**src/nfc_map.vh**
```
// Register offsets, command codes and timing counts for the flash host controller
`ifndef NFC_MAP_VH
`define NFC_MAP_VH
`define NFC_OFS_CTRL 12'h000
`define NFC_OFS_ADDR 12'h004
`define NFC_OFS_DATA 12'h008
`define NFC_OFS_STAT 12'h00c
`define NFC_OFS_RDAT 12'h010
`define NFC_CTRL_GO 0
`define NFC_CTRL_OP_LSB 4
`define NFC_CTRL_OP_MSB 7
`define NFC_CTRL_CFG 8
`define NFC_STAT_BUSY 0
`define NFC_STAT_FAIL 1
`define NFC_STAT_VFAIL 2
`define NFC_STAT_RDY 3
`define NFC_STAT_LOCKED 4
`define NFC_OP_READ 4'h0
`define NFC_OP_CHIP_ERASE 4'h1
`define NFC_OP_SECT_ERASE 4'h2
`define NFC_OP_PROGRAM 4'h3
`define NFC_OP_DUAL 4'h4
`define NFC_OP_SP_ENTER 4'h5
`define NFC_OP_SP_PROG 4'h6
`define NFC_OP_LOCKDOWN 4'h7
`define NFC_OP_SUSPEND 4'h8
`define NFC_OP_RESUME 4'h9
`define NFC_OP_ID_ENTER 4'ha
`define NFC_OP_ID_EXIT 4'hb
`define NFC_OP_PR_PROG 4'hc
`define NFC_OP_PR_LOCK 4'hd
`define NFC_OP_SET_CFG 4'he
`define NFC_OP_QUERY 4'hf
`define NFC_ADR_UNLOCK1 12'h555
`define NFC_ADR_UNLOCK2 12'haaa
`define NFC_ADR_QUERY 12'h055
`define NFC_ADR_PR_LOCK 12'h080
`define NFC_DAT_UNLOCK1 8'haa
`define NFC_DAT_UNLOCK2 8'h55
`define NFC_DAT_ERASE_SETUP 8'h80
`define NFC_DAT_CHIP_ERASE 8'h10
`define NFC_DAT_SECT_ERASE 8'h30
`define NFC_DAT_LOCKDOWN 8'h60
`define NFC_DAT_PROGRAM 8'ha0
`define NFC_DAT_DUAL 8'he0
`define NFC_DAT_PR_PROG 8'hc0
`define NFC_DAT_ID_ENTER 8'h90
`define NFC_DAT_ID_EXIT 8'hf0
`define NFC_DAT_SET_CFG 8'hd0
`define NFC_DAT_SUSPEND 8'hb0
`define NFC_DAT_RESUME 8'h30
`define NFC_DAT_QUERY 8'h98
`define NFC_DAT_PR_LOCK 8'h00
`define NFC_BUS_NS 100
`define NFC_CLK_NS 100
`define NFC_PHASE_CYC ((`NFC_BUS_NS + `NFC_CLK_NS - 1) / `NFC_CLK_NS)
`endif

```
**src/nfc_host.v**
```verilog
// Host controller that drives a parallel NOR flash through its bus pins
// How it works
// After the time-limit flag rises, poll the toggle line once more before failing.
// Device raises time-limit flag on overtime or protected-sector program/erase.
// Device raises program-voltage flag when protect supply is too low.
// While programming, polling line inverts data (cfg 00) or reads zero (cfg 01).
// Erase suspended, erasing sector read: poll and first toggle read one.
// Program suspended, programming sector read: poll gives data or one.
// Suspended, other sectors read ordinary data, completion pin high.
// Command bytes sit on data lines 7..0; upper lines driven zero.
// Command addresses use address lines 11..0; upper lines driven zero.
// Second unlock cycle goes to AAA, which the device also takes as 2AA.
// Six-cycle commands: unlock, 80, unlock, then 10, 30, 60 or A0.
// Sector erase and lockdown final cycle uses any address in the sector.
// Locked-down sectors refuse changes until reset or power cycle.
// Identification exit uses F0, by three cycles or one write.
// Block status bit 1 reads zero when user block is locked.
// Configuration defaults to 00 until set to 00 or 01.
// Dual program only at 12V; two addresses differ only in bit 0.
// Unlock then A0 program, E0 dual, C0 protection program; X0 at 080 locks.
// B0 suspends, 30 resumes, 98 at X55 queries, 90 identifies, D0 sets config.
// Unmatched sequences leave the device in read state.
// Completion pin is open drain, low while busy, shared by devices.
//
// The register addresses and register access over APB are this design's own decisions.
`timescale 1ns/100ps
`default_nettype none
`include "nfc_map.vh"
module nfc_host #(
  parameter AW = 21,
  parameter DW = 16
) (
  input wire CLOCK,
  input wire SRST,
  input wire CEN,
  input wire PSEL,
  input wire PENABLE,
  input wire PWRITE,
  input wire [11:0] PADDR,
  input wire [31:0] PWDATA,
  output reg [31:0] PRDATA,
  output reg PREADY,
  output reg PSLVERR,
  output reg [AW-1:0] FL_ADDR,
  input wire [DW-1:0] FL_DQ_IN,
  output reg [DW-1:0] FL_DQ_OUT,
  output reg FL_DQ_OE,
  output reg FL_CE_N,
  output reg FL_OE_N,
  output reg FL_WE_N,
  input wire FL_RDY
);
  localparam S_IDLE = 3'd0;
  localparam S_WSET = 3'd1;
  localparam S_WLOW = 3'd2;
  localparam S_WEND = 3'd3;
  localparam S_RLOW = 3'd4;
  localparam S_RCAP = 3'd5;
  localparam S_POLL = 3'd6;
  localparam integer PH_CYC = `NFC_PHASE_CYC;
  localparam [3:0] PH = PH_CYC[3:0];
  reg [2:0] st_ff;
  reg [3:0] ph_ff;
  reg [2:0] idx_ff;
  reg [2:0] len_ff;
  reg [3:0] op_ff;
  reg [AW-1:0] addr_ff;
  reg [31:0] data_ff;
  reg cfg_ff;
  reg busy_ff, fail_ff, vfail_ff, locked_ff, prev_tog_ff, recheck_ff;
  reg [DW-1:0] rdat_ff;
  reg [AW-1:0] cyc_a;
  reg [7:0] cyc_d;
  reg [2:0] seq_len;
  wire go = PSEL && PENABLE && PWRITE && PADDR == `NFC_OFS_CTRL && !busy_ff;
  wire [3:0] go_op = PWDATA[`NFC_CTRL_OP_MSB:`NFC_CTRL_OP_LSB];
  // Cycle count of each operation
  function [2:0] op_len;
    input [3:0] op;
    begin
      case (op)
        `NFC_OP_CHIP_ERASE, `NFC_OP_SECT_ERASE, `NFC_OP_SP_ENTER,
        `NFC_OP_LOCKDOWN: op_len = 3'd6;
        `NFC_OP_DUAL: op_len = 3'd5;
        `NFC_OP_PROGRAM, `NFC_OP_PR_PROG, `NFC_OP_PR_LOCK, `NFC_OP_SET_CFG: op_len = 3'd4;
        `NFC_OP_ID_ENTER, `NFC_OP_ID_EXIT: op_len = 3'd3;
        `NFC_OP_SP_PROG, `NFC_OP_SUSPEND, `NFC_OP_RESUME, `NFC_OP_QUERY: op_len = 3'd1;
        default: op_len = 3'd0;
      endcase
    end
  endfunction
  // Low address bits of a command cycle
  function [11:0] lo12;
    input [AW-1:0] a;
    begin
      lo12 = a[11:0];
    end
  endfunction
  always @* begin
    seq_len = op_len(op_ff);
    cyc_a = {AW{1'b0}};
    cyc_d = 8'h00;
    case (idx_ff)
      3'd0: begin
        cyc_a[11:0] = `NFC_ADR_UNLOCK1;
        cyc_d = `NFC_DAT_UNLOCK1;
      end
      3'd1, 3'd4: begin
        cyc_a[11:0] = `NFC_ADR_UNLOCK2;
        cyc_d = `NFC_DAT_UNLOCK2;
      end
      3'd2: begin
        cyc_a[11:0] = `NFC_ADR_UNLOCK1;
        case (op_ff)
          `NFC_OP_PROGRAM: cyc_d = `NFC_DAT_PROGRAM;
          `NFC_OP_DUAL: cyc_d = `NFC_DAT_DUAL;
          `NFC_OP_PR_PROG, `NFC_OP_PR_LOCK: cyc_d = `NFC_DAT_PR_PROG;
          `NFC_OP_ID_ENTER: cyc_d = `NFC_DAT_ID_ENTER;
          `NFC_OP_ID_EXIT: cyc_d = `NFC_DAT_ID_EXIT;
          `NFC_OP_SET_CFG: cyc_d = `NFC_DAT_SET_CFG;
          default: cyc_d = `NFC_DAT_ERASE_SETUP;
        endcase
      end
      3'd3: begin
        case (op_ff)
          `NFC_OP_PR_LOCK: begin
            cyc_a[11:0] = `NFC_ADR_PR_LOCK;
            cyc_d = `NFC_DAT_PR_LOCK;
          end
          `NFC_OP_SET_CFG: cyc_d = {7'h00, cfg_ff};
          `NFC_OP_PROGRAM, `NFC_OP_DUAL, `NFC_OP_PR_PROG: begin
            cyc_a = addr_ff;
            cyc_d = data_ff[7:0];
          end
          default: begin
            cyc_a[11:0] = `NFC_ADR_UNLOCK1;
            cyc_d = `NFC_DAT_UNLOCK1;
          end
        endcase
      end
      3'd5: begin
        if (op_ff == `NFC_OP_CHIP_ERASE) begin
          cyc_a[11:0] = `NFC_ADR_UNLOCK1;
          cyc_d = `NFC_DAT_CHIP_ERASE;
        end else if (op_ff == `NFC_OP_SP_ENTER) begin
          cyc_a[11:0] = `NFC_ADR_UNLOCK1;
          cyc_d = `NFC_DAT_PROGRAM;
        end else begin
          cyc_a = addr_ff;
          cyc_d = op_ff == `NFC_OP_LOCKDOWN ? `NFC_DAT_LOCKDOWN : `NFC_DAT_SECT_ERASE;
        end
      end
      default: begin
        cyc_a = addr_ff;
        cyc_d = data_ff[7:0];
      end
    endcase
    if (op_ff == `NFC_OP_DUAL && idx_ff == 3'd4) begin
      cyc_a = {addr_ff[AW-1:1], ~addr_ff[0]};
      cyc_d = data_ff[23:16];
    end
    if (seq_len == 3'd1) begin
      case (op_ff)
        `NFC_OP_SUSPEND: cyc_d = `NFC_DAT_SUSPEND;
        `NFC_OP_RESUME: cyc_d = `NFC_DAT_RESUME;
        `NFC_OP_QUERY: begin
          cyc_a[11:0] = `NFC_ADR_QUERY;
          cyc_d = `NFC_DAT_QUERY;
        end
        default: begin
          cyc_a = addr_ff;
          cyc_d = data_ff[7:0];
        end
      endcase
    end
  end
  wire polls = op_ff == `NFC_OP_CHIP_ERASE || op_ff == `NFC_OP_SECT_ERASE ||
    op_ff == `NFC_OP_PROGRAM || op_ff == `NFC_OP_DUAL || op_ff == `NFC_OP_SP_PROG ||
    op_ff == `NFC_OP_PR_PROG || op_ff == `NFC_OP_LOCKDOWN;
  wire wide_data = op_ff == `NFC_OP_PROGRAM || op_ff == `NFC_OP_SP_PROG ||
    op_ff == `NFC_OP_PR_PROG || op_ff == `NFC_OP_DUAL;
  always @(posedge CLOCK) begin
    if (SRST) begin
      st_ff <= S_IDLE;
      ph_ff <= 4'h0;
      idx_ff <= 3'd0;
      len_ff <= 3'd0;
      op_ff <= 4'h0;
      addr_ff <= {AW{1'b0}};
      data_ff <= 32'h00000000;
      cfg_ff <= 1'b0;
      busy_ff <= 1'b0;
      fail_ff <= 1'b0;
      vfail_ff <= 1'b0;
      locked_ff <= 1'b0;
      prev_tog_ff <= 1'b0;
      recheck_ff <= 1'b0;
      rdat_ff <= {DW{1'b0}};
      PRDATA <= 32'h00000000;
      PREADY <= 1'b0;
      PSLVERR <= 1'b0;
      FL_ADDR <= {AW{1'b0}};
      FL_DQ_OUT <= {DW{1'b0}};
      FL_DQ_OE <= 1'b0;
      FL_CE_N <= 1'b1;
      FL_OE_N <= 1'b1;
      FL_WE_N <= 1'b1;
    end else if (CEN) begin
      PREADY <= PSEL && !PREADY;
      PSLVERR <= 1'b0;
      if (PSEL && !PREADY) begin
        if (PWRITE) begin
          case (PADDR)
            `NFC_OFS_ADDR, `NFC_OFS_DATA, `NFC_OFS_CTRL: ;
            default: PSLVERR <= 1'b1;
          endcase
        end else begin
          case (PADDR)
            `NFC_OFS_CTRL: PRDATA <= {23'h000000, cfg_ff, op_ff, 4'h0};
            `NFC_OFS_ADDR: PRDATA <= {{(32-AW){1'b0}}, addr_ff};
            `NFC_OFS_DATA: PRDATA <= data_ff;
            `NFC_OFS_STAT: PRDATA <= {27'h0000000, locked_ff, FL_RDY, vfail_ff, fail_ff, busy_ff};
            `NFC_OFS_RDAT: PRDATA <= {{(32-DW){1'b0}}, rdat_ff};
            default: begin
              PRDATA <= 32'h00000000;
              PSLVERR <= 1'b1;
            end
          endcase
        end
      end
      // Writes land only at the completing access edge
      if (PSEL && PENABLE && PREADY && PWRITE) begin
        if (PADDR == `NFC_OFS_ADDR) addr_ff <= PWDATA[AW-1:0];
        if (PADDR == `NFC_OFS_DATA) data_ff <= PWDATA;
      end
      if (go && PREADY && PWDATA[`NFC_CTRL_GO]) begin
        op_ff <= go_op;
        if (go_op == `NFC_OP_SET_CFG) cfg_ff <= PWDATA[`NFC_CTRL_CFG];
        busy_ff <= 1'b1;
        fail_ff <= 1'b0;
        vfail_ff <= 1'b0;
        recheck_ff <= 1'b0;
        idx_ff <= 3'd0;
        ph_ff <= 4'h0;
        st_ff <= op_len(go_op) == 3'd0 ? S_RLOW : S_WSET;
      end
      case (st_ff)
        S_IDLE: ;
        S_WSET: begin
          FL_ADDR <= cyc_a;
          FL_DQ_OUT <= {{(DW-8){1'b0}}, cyc_d};
          if (wide_data && (idx_ff + 3'd1 == seq_len || (op_ff == `NFC_OP_DUAL && idx_ff == 3'd3)))
            FL_DQ_OUT <= op_ff == `NFC_OP_DUAL && idx_ff == 3'd4 ?
              data_ff[31:32-DW] : data_ff[DW-1:0];
          FL_DQ_OE <= 1'b1;
          FL_CE_N <= 1'b0;
          st_ff <= S_WLOW;
        end
        S_WLOW: begin
          FL_WE_N <= 1'b0;
          ph_ff <= ph_ff + 4'h1;
          if (ph_ff == PH) begin
            ph_ff <= 4'h0;
            FL_WE_N <= 1'b1;
            st_ff <= S_WEND;
          end
        end
        S_WEND: begin
          FL_DQ_OE <= 1'b0;
          FL_CE_N <= 1'b1;
          if (idx_ff + 3'd1 == seq_len) begin
            idx_ff <= 3'd0;
            st_ff <= polls ? S_RLOW : S_IDLE;
            busy_ff <= polls || op_ff == `NFC_OP_ID_ENTER;
            if (op_ff == `NFC_OP_ID_ENTER) st_ff <= S_RLOW;
          end else begin
            idx_ff <= idx_ff + 3'd1;
            st_ff <= S_WSET;
          end
        end
        S_RLOW: begin
          FL_ADDR <= op_ff == `NFC_OP_ID_ENTER ? {{(AW-12){1'b0}}, `NFC_ADR_PR_LOCK} : addr_ff;
          FL_CE_N <= 1'b0;
          FL_OE_N <= 1'b0;
          ph_ff <= ph_ff + 4'h1;
          if (ph_ff == PH) begin
            ph_ff <= 4'h0;
            st_ff <= S_RCAP;
          end
        end
        S_RCAP: begin
          FL_CE_N <= 1'b1;
          FL_OE_N <= 1'b1;
          rdat_ff <= FL_DQ_IN;
          // Toggle bit of the read before this one
          prev_tog_ff <= rdat_ff[6];
          if (op_ff == `NFC_OP_ID_ENTER) locked_ff <= !FL_DQ_IN[1];
          st_ff <= polls ? S_POLL : S_IDLE;
          busy_ff <= polls;
          if (polls && idx_ff == 3'd0) begin
            idx_ff <= 3'd1;
            st_ff <= S_RLOW;
          end
        end
        S_POLL: begin
          // Toggle stopped means done; the time-limit flag is only trusted after a recheck, the voltage flag at once
          if (rdat_ff[6] == prev_tog_ff) begin
            st_ff <= S_IDLE;
            busy_ff <= 1'b0;
            idx_ff <= 3'd0;
          end else if (rdat_ff[3]) begin
            vfail_ff <= 1'b1;
            busy_ff <= 1'b0;
            st_ff <= S_IDLE;
            idx_ff <= 3'd0;
          end else if (rdat_ff[5] && recheck_ff) begin
            fail_ff <= 1'b1;
            busy_ff <= 1'b0;
            st_ff <= S_IDLE;
            idx_ff <= 3'd0;
          end else begin
            recheck_ff <= rdat_ff[5];
            st_ff <= S_RLOW;
          end
        end
        default: st_ff <= S_IDLE;
      endcase
    end
  end
endmodule // nfc_host
`default_nettype wire

```
**config.mk**
```make
export PLATFORM = sky130hd
export DESIGN_NAME = nfc_host
export DESIGN_NICKNAME = d
export VERILOG_FILES = /design/src/nfc_host.v
export VERILOG_INCLUDE_DIRS = /design/src
export SDC_FILE = /design/constraint.sdc
export NUM_CORES = 1
export LEC_CHECK = 0
export BUFFER_PORTS_ARGS = -buffer_cell sky130_fd_sc_hd__buf_2
export CAP_MARGIN = 5
export CORE_MARGIN = 2
export CORE_UTILIZATION = 53
export CTS_BUF_LIST = sky130_fd_sc_hd__clkbuf_4
export DETAILED_ROUTE_END_ITERATION = 8
export PLACE_DENSITY = 0.74
export SKIP_LAST_GASP = 1
export SLEW_MARGIN = 20
export SYNTH_ARGS = -nofsm -noshare
export SYNTH_HDL_FRONTEND = slang
export SYNTH_SLANG_ARGS = --single-unit
```
**constraint.sdc**
```tcl
create_clock -name CLOCK -period 7.64 [get_ports CLOCK]
set_input_delay 1.528 -clock CLOCK [delete_from_list [all_inputs] [get_ports CLOCK]]
set_output_delay 1.528 -clock CLOCK [all_outputs]
set_load 0.1 [all_outputs]
```
After elaboration in Yosys (flattened, before gate mapping)
Memory sizes are Yosys's and may differ from the RTL's. A register that Yosys moved wholly into a read port is not among the register bits.
Cells that the tools add are included.
{"block": "totals", "word_cells": 209, "out_inout_bits": 75, "register_bits": 165, "rom_bits": 96, "n_memories": 2, "latchBits": 0, "inputBits": 67, "ram_bits": 0}
{"memory": "(no name shown)", "depth": 16, "width": 3, "rd": 1, "rd_ports_with_merged_regs": 0, "wr": 0, "line_no": "nfc_host.v:81", "rtl": "case (op)"}
{"memory": "(no name shown)", "depth": 16, "width": 3, "rd": 1, "rd_ports_with_merged_regs": 1, "wr": 0, "line_no": "nfc_host.v:81"}
{"block": "classes", "div": 0, "n_mux": 82, "shift": 0, "magnitude_cmp": 0, "n_bitwise": 2, "n_reduce_logical": 63, "mul": 0, "n_eq_ne": 35, "addsub": 2}
{"cell": "$pmux 32 s5", "n": 1}
{"cell": "$mux 21", "n": 3}
{"cell": "$mux 3", "n": 21}
{"cell": "$pmux 12 s4", "n": 1}
{"cell": "$pmux 8 s3", "n": 2}
{"cell": "$pmux 21 s2", "n": 1}
{"cell": "$pmux 7 s6", "n": 1}
{"cell": "$pmux 8 s5", "n": 1}
{"cell": "$eq 4x4->1 const B", "n": 9}
{"cell": "$mux 9", "n": 4}
{"cell": "$pmux 12 s3", "n": 1}
{"cell": "$mux 16", "n": 2}
{"cell": "$mux 8", "n": 4}
{"cell": "$pmux 9 s3", "n": 1}
{"cell": "$eq 12x4->1 const B", "n": 2}
{"cell": "$mux 1", "n": 24}
{"cell": "$mux 12", "n": 2}
{"cell": "$pmux 12 s2", "n": 1}
{"cell": "$pmux 3 s7", "n": 1}
{"cell": "$mux 4", "n": 5}
{"cell": "$reduce_and 2->1", "n": 9}
{"cell": "$eq 4x3->1 const B", "n": 4}
{"cell": "$eq 3x3->1 const B", "n": 5}
{"cell": "$reduce_and 3->1", "n": 5}
{"cell": "25 further kinds", "n": 74}

Logic depth before layout (Yosys ltp)
Gate-level depths: netlist of run 1.
{"block": "depth", "depth_word": 14, "depth_mapped": 11, "ltp_nobuf": 9}

Worst setup path after synthesis of run 1
No wires, ideal clock.
{"block": "synth_timing", "path_kind": "input-to-reg", "from": "input PADDR[7]", "to": "register, netlist name seq_len[0]", "n_path_buf": 2, "setup_slack_ns": 3.237, "required_time_ns": 7.525, "cell_stages": 10, "setup_time_ns": 0.115, "arrival_ns": 4.289, "path_cell_list": "or4_4 > or4_4 > buf_6 > or3_1 > buf_6 > mux2i_1 > nor2_1 > ha_1 > or4_1 > o21a_1"}
{"block": "synth_between", "elab_chain_cells": 8}
{"element": "start, declared", "line_no": "nfc_host.v:39", "rtl": "input wire [11:0] PADDR,"}
{"element": "$logic_not 12->1"}
{"element": "$logic_and 1x1->1 (no line)"}
{"element": "$logic_and 1x1->1", "line_no": "nfc_host.v:75", "rtl": "wire go = PSEL && PENABLE && PWRITE && PADDR == `NFC_OFS_CTRL && !busy_ff;"}
{"element": "$logic_and 1x1->1 (2 in series)", "line_no": "nfc_host.v:236", "rtl": "if (go && PREADY && PWDATA[`NFC_CTRL_GO]) begin"}
{"element": "$reduce_and 2->1 (no line)"}
{"element": "$mux 4 (no line) (2 in series)"}
Every way passes these cells.
A chain may end at the register's enable or synchronous reset.

Worst setup path after layout of run 1
{"block": "layout_timing", "from": "input PADDR[7]", "to": "register, netlist name seq_len[0]"}
{"block": "layout_between", "elab_chain_cells": 8}
{"element": "$logic_not 12->1"}
{"element": "$logic_and 1x1->1 (no line)"}
{"element": "$logic_and 1x1->1", "line_no": "nfc_host.v:75"}
{"element": "$logic_and 1x1->1 (2 in series)", "line_no": "nfc_host.v:236"}
{"element": "$reduce_and 2->1 (no line)"}
{"element": "$mux 4 (no line) (2 in series)"}
Every way passes these cells.

==> results of run 1 <==
==> worst reg2reg max path, cell delays in order, from the launching register on <==
cell	delay (ps)
dfxtp_1	710
xor2_1	230
nor3b_1	830
o21a_1	290
a21boi_1	830
a22oi_1	170
nor2_1	130
==> sequential cells by signal (all words and copies together) (netlist names), 3 cells and up <==
| signal | flops |
|---|---|
| FL_ADDR | 21 |
| FL_DQ_OUT | 16 |
| PRDATA | 32 |
| addr_ff | 21 |
| data_ff | 32 |
| idx_ff | 3 |
| op_ff | 4 |
| ph_ff | 4 |
| rdat_ff | 16 |
| seq_len | 3 |
| st_ff | 3 |
==> per-stage QoR <==
step / util [%] / cell area (µm²) / total power [µW]
detailed placement: 58.6 / 8810 / 959
global placement: 58.6 / 8810 / 959
floorplan: - / 8060 / 928
global route: 60.4 / 9080 / 1470
CTS: 60.3 / 9060 / 1440
finish: 60.4 / 9080 / 1430
==> area by class of cell <==
cell class	instances	area [µm²]	area share, %
sequential	168	3360	37.0
inverter	13	48.8	0.537
multi-input combinational	786	4370	48.1
tap	188	235	2.59
clock inverter	13	110	1.21
clock buffer	19	143	1.57
antenna	2	5.00	0.0551
timing repair buffer	154	810	8.91
==> path summary, 6_finish.rpt <==
| check | from | endpoint | cells past startpoint |
|---|---|---|---|
| worst max-delay path | PADDR[7] | seq_len[0]$_DFF_P_ | 9 |
| worst min-delay path | PRDATA[24]$_SDFFE_PP0P_ | PRDATA[24]$_SDFFE_PP0P_ | 2 |
| worst max register to register | st_ff[0]$_SDFFE_PP0P_ | FL_ADDR[20]$_SDFFE_PP0P_ | 6 |
| worst min register to register | PRDATA[24]$_SDFFE_PP0P_ | PRDATA[24]$_SDFFE_PP0P_ | 2 |
==> placed cells by master, fill, tap and decap left out, types with 13 or more instances in the layout <==
cell	n
buf_4	13
nor2_1	68
dfxtp_1	168
buf_2	140
nand3_1	24
clkbuf_4	19
nand2_1	245
a22oi_1	27
a21oi_1	124
o21ai_0	60
==> synthesized netlist by cell type (3+ instances only) <==
library cell  number  area [µm²]
nand2_1          245         920
dfxtp_1          168        3360
a21oi_1          124         621
nor2_1            68         255
clkbuf_1          67         251
o21ai_0           60         300
a22oi_1           27         203
nand3_1           24         120
ha_1              12         150
inv_1             12        45.0
a211oi_1          11        82.6
a222oi_1          11         110
a31oi_1           11        68.8
mux2i_1           11         110
nand4_1           11        68.8
nor2b_1           11        68.8
nor3_1            11        55.1
nand2b_1          10        62.6
or3_1              9        56.3
nor3b_1            8        60.1
a221oi_1           7        61.3
nor4_1             7        43.8
o211ai_1           7        52.6
and2_1             6        37.5
o21a_1             6        45.0
xnor2_1            5        43.8
xor2_1             5        43.8
a21o_1             4        30.0
a32o_1             4        40.0
buf_1              4        15.0
nand3b_1           4        30.0
o31ai_1            4        30.0
a2111oi_0          3        26.3
a311oi_1           3        26.3
a41oi_1            3        26.3
and3b_1            3        26.3
buf_2              3        15.0
o21bai_1           3        22.5
or3b_2             3        26.3
or4_1              3        22.5
==> routing by layer <==
layer,GRT usage (%),vias to the layer above
li1,-,3917
met5,0,-
met1,42.2,3856
met2,48.1,422
met4,13.5,0
met3,6.83,60
==> logic make-up after synthesis <==
logic type | after synthesis | share of synthesized area (%)
and+or+nand+nor | 437 | 24.5
AOI/OAI and AO/OA | 314 | 24.5
DFF | 168 | 41.7
buffers and inverters | 89 | 4.38
muxes | 13 | 1.92
adders and majority gates | 12 | 1.86
xor gates and xnor gates | 10 | 1.09
==> report_power, final <==
group          internal, µW  switching [µW]  total, µW
sequential              877           0.494        877
combinational          19.4            44.3       63.7
clock                   146             342        489
==> flow_metrics.env, run 1 <==
export IMPL_finalMaxSlewViolations=0
export IMPL_cp_slowest_stage_delay_ps=550
export IMPL_synthArstFlopShare_pct=0
export IMPL_fin_tns_setup_ps=0
export IMPL_rows=45
export IMPL_wl_mm=25.3
export IMPL_drt_pass1_iterations=7
export IMPL_post_dp_hpwl_mm=17.9
export IMPL_cts_sinks=168
export IMPL_cp_arrival_ps=4500
export IMPL_fmax_mhz=249
export IMPL_dp_cells=1308
export IMPL_port_buffers=141
export IMPL_drtIter0Drc=883
export IMPL_ys_seq_elements=168
export IMPL_top_layer_used="met4"
export IMPL_rrSetupSlack_ps=4380
export IMPL_slowest_stage="or4_4"
export IMPL_area_delta_synth_final_pct=12.7
export IMPL_fillerInstances=1419
export IMPL_ant_nets=0
export IMPL_path_buf_inv=1
export IMPL_gr_usage_all_layers_pct=31.1
export IMPL_cp_common_cell="or4_4"
export IMPL_core_mm2=0.0150
export IMPL_dpl_worst_slack_ps=3040
export IMPL_crit_fanout=7
export IMPL_cts_resized=0
export IMPL_yosys_warnings=0
export IMPL_io_pins=142
export IMPL_path_cells="buf_2, or4_4, or4_4, or3_1, mux2i_1, nor2_1, ha_1, or4_1, o21a_1"
export IMPL_netlist_area_mm2=0.00806
export IMPL_hold_ws_ps=462
export IMPL_htreeDepth=4
export IMPL_required_ps=8120
export IMPL_fin_ws_ps=3620
export IMPL_insertion_delay_ps=590
export IMPL_post_cts_setup_buffers=0
export IMPL_synthDistinctLibCells=74
export IMPL_worstSetupStartpointType="input port"
export IMPL_gp_congestion=0.969
export IMPL_outcome="complete, no violations"
export IMPL_met1Wirelength_mm=10.9
export IMPL_rsz0062_at_grt="false"
export IMPL_wl_met2_mm=11.3
export IMPL_grt_pass1_wl_mm=39.6
export IMPL_final_layout_size_suffix_gt1_share_pct=17.7
export IMPL_fin_nets=1219
export IMPL_cts_buffers=17
export IMPL_finalHoldViolCount=0
export IMPL_clkTransAtPathRegs_ps=140
export IMPL_initial_core_util_pct=53.6
export IMPL_cts_tree="yes"
export IMPL_root_buffer="clkbuf_4"
export IMPL_grt_pass1_vias=7403
export IMPL_synth_edf_count=0
export IMPL_vias=8255
export IMPL_syn_area_per_cell_um2=7.73
export IMPL_viasPerCell=6.15
export IMPL_die_height_um=127
export IMPL_grt_overflow=0
export IMPL_die_w_um=127
export IMPL_ir_drop_mv=0.130
export IMPL_drc=0
export IMPL_slew_headroom_pct=29.7
export IMPL_tightest_slew_ps=1050
export IMPL_holdBufCountCts=0
export IMPL_end_kind="flop"
export IMPL_clockBufferDepth=2
export IMPL_wl_per_cell_um=18.9
export IMPL_synth_top_flop_cell="dfxtp_1"
export IMPL_grt_start_max_net_pins=73
export IMPL_min_period_over_period_pct=52.6
export IMPL_power_density_mw_per_mm2=157
export IMPL_hold_path_class="reg -> reg"
export IMPL_layout_cells_non_filler=1343
export IMPL_finalSetupViolations=0
export IMPL_maxCapViolations=0
export IMPL_ys_seq_area_share_pct=41.7
export IMPL_finalClockSkew_ps=33.6
export IMPL_power_leakage_uw=0.00332
export IMPL_wl_met3_mm=2.31
export IMPL_min_period_ps=4020
export IMPL_synthCells=1043
export IMPL_dieArea_mm2=0.0162
export IMPL_critPathKind="in -> reg"
export IMPL_antenna_found_initial=1
export IMPL_cpLargestDelayFamily="simple AND/OR/NAND/NOR gates"
export IMPL_syn_num_nets=1122
Note: power is estimated with default switching activity, not from simulation.
==> run 2: changes to the inputs <==
- ABC_AREA: not set -> 1
- PLACE_DENSITY: 0.74 -> 0.77
- clock period: 7.64 -> 3.5 ns (I/O delays scaled with it)
==> run 2 against run 1 <==
Net effect:
- total power increased by 140%
- clock power increased to 2.7 times the previous value
- register-to-register slack got worse by 3400 ps
- first-iteration DRC count increased by 4.3%
- critical path type is now reg -> reg
- largest power group unchanged
- highest routed layer is now met5
==> flow_metrics.env, run 2 <==
export IMPL_regToRegStartpoint="idx_ff[0]$_SDFFE_PP0P_"
export IMPL_gr_usage_all_layers_pct=29.7
export IMPL_syn_num_nets=1295
export IMPL_cp_common_cell="nand2_1"
export IMPL_hold_ws_ps=329
export IMPL_synth_common_cells="nand2_1, dfxtp_1, a21oi_1"
export IMPL_outcome="complete, no violations"
export IMPL_final_common_cell="nand2_1"
export IMPL_cts_tree="yes"
export IMPL_vias=8591
export IMPL_clkTransAtPathRegs_ps=140
export IMPL_rsz0062_at_grt="false"
export IMPL_drt_pass1_iterations=7
export IMPL_core_mm2=0.0153
export IMPL_fillerInstances=1497
export IMPL_ant_nets=0
export IMPL_grt_start_max_net_pins=73
export IMPL_synth_top_flop_cell="dfxtp_1"
export IMPL_hold_path_class="in -> reg"
export IMPL_path_cells="inv_1, ha_1, nand2_1, inv_1, nand3_4, clkinv_2, nand2_1, o21ai_0, inv_1, nand2_1, nand2_1, nand2_1, nand2_1, a21oi_1"
export IMPL_io_pins=142
export IMPL_grt_overflow=0
export IMPL_hp_start="FL_DQ_IN[6]"
export IMPL_initial_core_util_pct=54.8
export IMPL_fin_tns_setup_ps=0
export IMPL_final_layout_size_suffix_gt1_share_pct=17.9
export IMPL_slew_headroom_pct=30.8
export IMPL_wl_mm=24.8
export IMPL_htreeDepth=4
export IMPL_drc=0
export IMPL_critPathKind="reg -> reg"
export IMPL_post_cts_setup_buffers=0
export IMPL_viasPerCell=5.52
export IMPL_worstSetupStartpointType="flop"
export IMPL_fmax_mhz=395
export IMPL_finalMaxSlewViolations=0
export IMPL_path_buf_inv=4
export IMPL_wl_per_cell_um=15.9
export IMPL_holdBufCountCts=0
export IMPL_maxCapViolations=0
export IMPL_area_delta_synth_final_pct=13.4
export IMPL_synth_edf_count=0
export IMPL_cts_buffers=17
export IMPL_cts_resized=0
export IMPL_rows=45
export IMPL_synth_most_common_cell="nand2_1"
export IMPL_dieArea_mm2=0.0168
export IMPL_drtIter0Drc=921
export IMPL_clockBufferDepth=2
export IMPL_end_kind="flop"
export IMPL_post_dp_hpwl_mm=17.9
export IMPL_largestRegisters="PRDATA x32, data_ff x32"
export IMPL_required_ps=3950
export IMPL_cts_sinks=168
export IMPL_grt_pass1_vias=7760
export IMPL_synthArstFlopShare_pct=0
export IMPL_min_period_over_period_pct=72.3
export IMPL_gp_congestion=1.01
export IMPL_insertion_delay_ps=590
export IMPL_mostFrequentLayoutCells="nand2_1, dfxtp_1, a21oi_1"
export IMPL_yosys_warnings=0
export IMPL_crit_fanout=27
export IMPL_synthDistinctLibCells=51
export IMPL_ir_drop_mv=0.271
export IMPL_synth_largest_area_cell="dfxtp_1"
export IMPL_finalHoldViolCount=0
export IMPL_power_leakage_uw=0.00407
export IMPL_cp_slowest_stage_delay_ps=500
export IMPL_slowest_stage="dfxtp_1"
export IMPL_power_density_mw_per_mm2=364
export IMPL_cpLargestDelayFamily="simple AND/OR/NAND/NOR gates"
export IMPL_synthCells=1216
export IMPL_netlist_area_mm2=0.00839
export IMPL_syn_area_per_cell_um2=6.90
export IMPL_cp_arrival_ps=2980
export IMPL_die_w_um=130
export IMPL_ys_seq_area_share_pct=40.1
export IMPL_port_buffers=141
export IMPL_ys_seq_elements=168
export IMPL_finalClockSkew_ps=17.5
export IMPL_synth_top_area_share_pct=40.1
export IMPL_dp_cells=1523
export IMPL_fin_nets=1410
export IMPL_grt_pass1_wl_mm=39.3
export IMPL_root_buffer="clkbuf_4"
export IMPL_worstSetupStartpoint="idx_ff[0]$_SDFFE_PP0P_"
export IMPL_ys_top_cells_by_area="dfxtp_1, nand2_1, a21oi_1"
export IMPL_antenna_found_initial=2
export IMPL_finalSetupViolations=0
export IMPL_die_height_um=130
export IMPL_layout_cells_non_filler=1556
export IMPL_tightest_slew_ps=1030
export IMPL_min_period_ps=2530
## run 2: routing by layer
metal	vias to the layer above	global-route usage, %	routed length (µm)
met5	-	0	13
met2	418	46.0	11000
met3	56	6.64	2140
met4	2	9.80	588
met1	3866	41.3	11100
li1	4249	-	-
## run 2: path summary, 6_finish.rpt
kind | slack (ps) | end | depth (start not counted)
setup / recovery | 970 | FL_DQ_OUT[2]$_SDFFE_PP0P_ | 14
hold / removal | 330 | rdat_ff[6]$_SDFFE_PP0P_ | 3
setup reg to reg | 970 | FL_DQ_OUT[2]$_SDFFE_PP0P_ | 14
hold reg to reg | 470 | rdat_ff[4]$_SDFFE_PP0P_ | 2
## run 2: worst min-delay path, cell delays in order
cell	delay [ps]
buf_2	70
nor2_1	30
nor2_1	80
## run 2: layout make-up
| cell class | count | area (µm²) | share of cell area [%] |
|---|---|---|---|
| multi-input cells | 846 | 4210 | 44.3 |
| flip-flops and latches | 168 | 3360 | 35.4 |
| clock buffers | 17 | 128 | 1.34 |
| inverters | 148 | 559 | 5.88 |
| diodes | 1 | 2.50 | 0.0263 |
| repair buffers | 150 | 773 | 8.13 |
| well taps | 211 | 264 | 2.78 |
| clock inverters | 15 | 211 | 2.22 |
## run 2: cells by family after synthesis
logic type / after synthesis / synth area share (%)
buffers and inverters: 202 / 9.74
adder cells (fa/ha/maj): 12 / 1.79
flip-flops: 168 / 40.1
AND/OR/NAND/NOR: 488 / 25.8
XOR/XNOR: 4 / 0.418
AO/OA/AOI/OAI: 342 / 22.1
## run 2: power breakdown
part	total, µW	internal (µW)	switching (µW)
Combinational	240	76.8	163
Clock	1310	528	777
Sequential	1920	1920	4.68
## run 2: through the flow
stage               setup slack [ps]  cell area (µm²)  utilization (%)  power, µW
global placement                 851             9170             59.9       2200
finish                           969             9510             62.1       3470
floorplan                        883             8390                -       2110
detailed placement               774             9170             59.9       2200
CTS                             1030             9510             62.1       3470
global route                     768             9510             62.1       3590
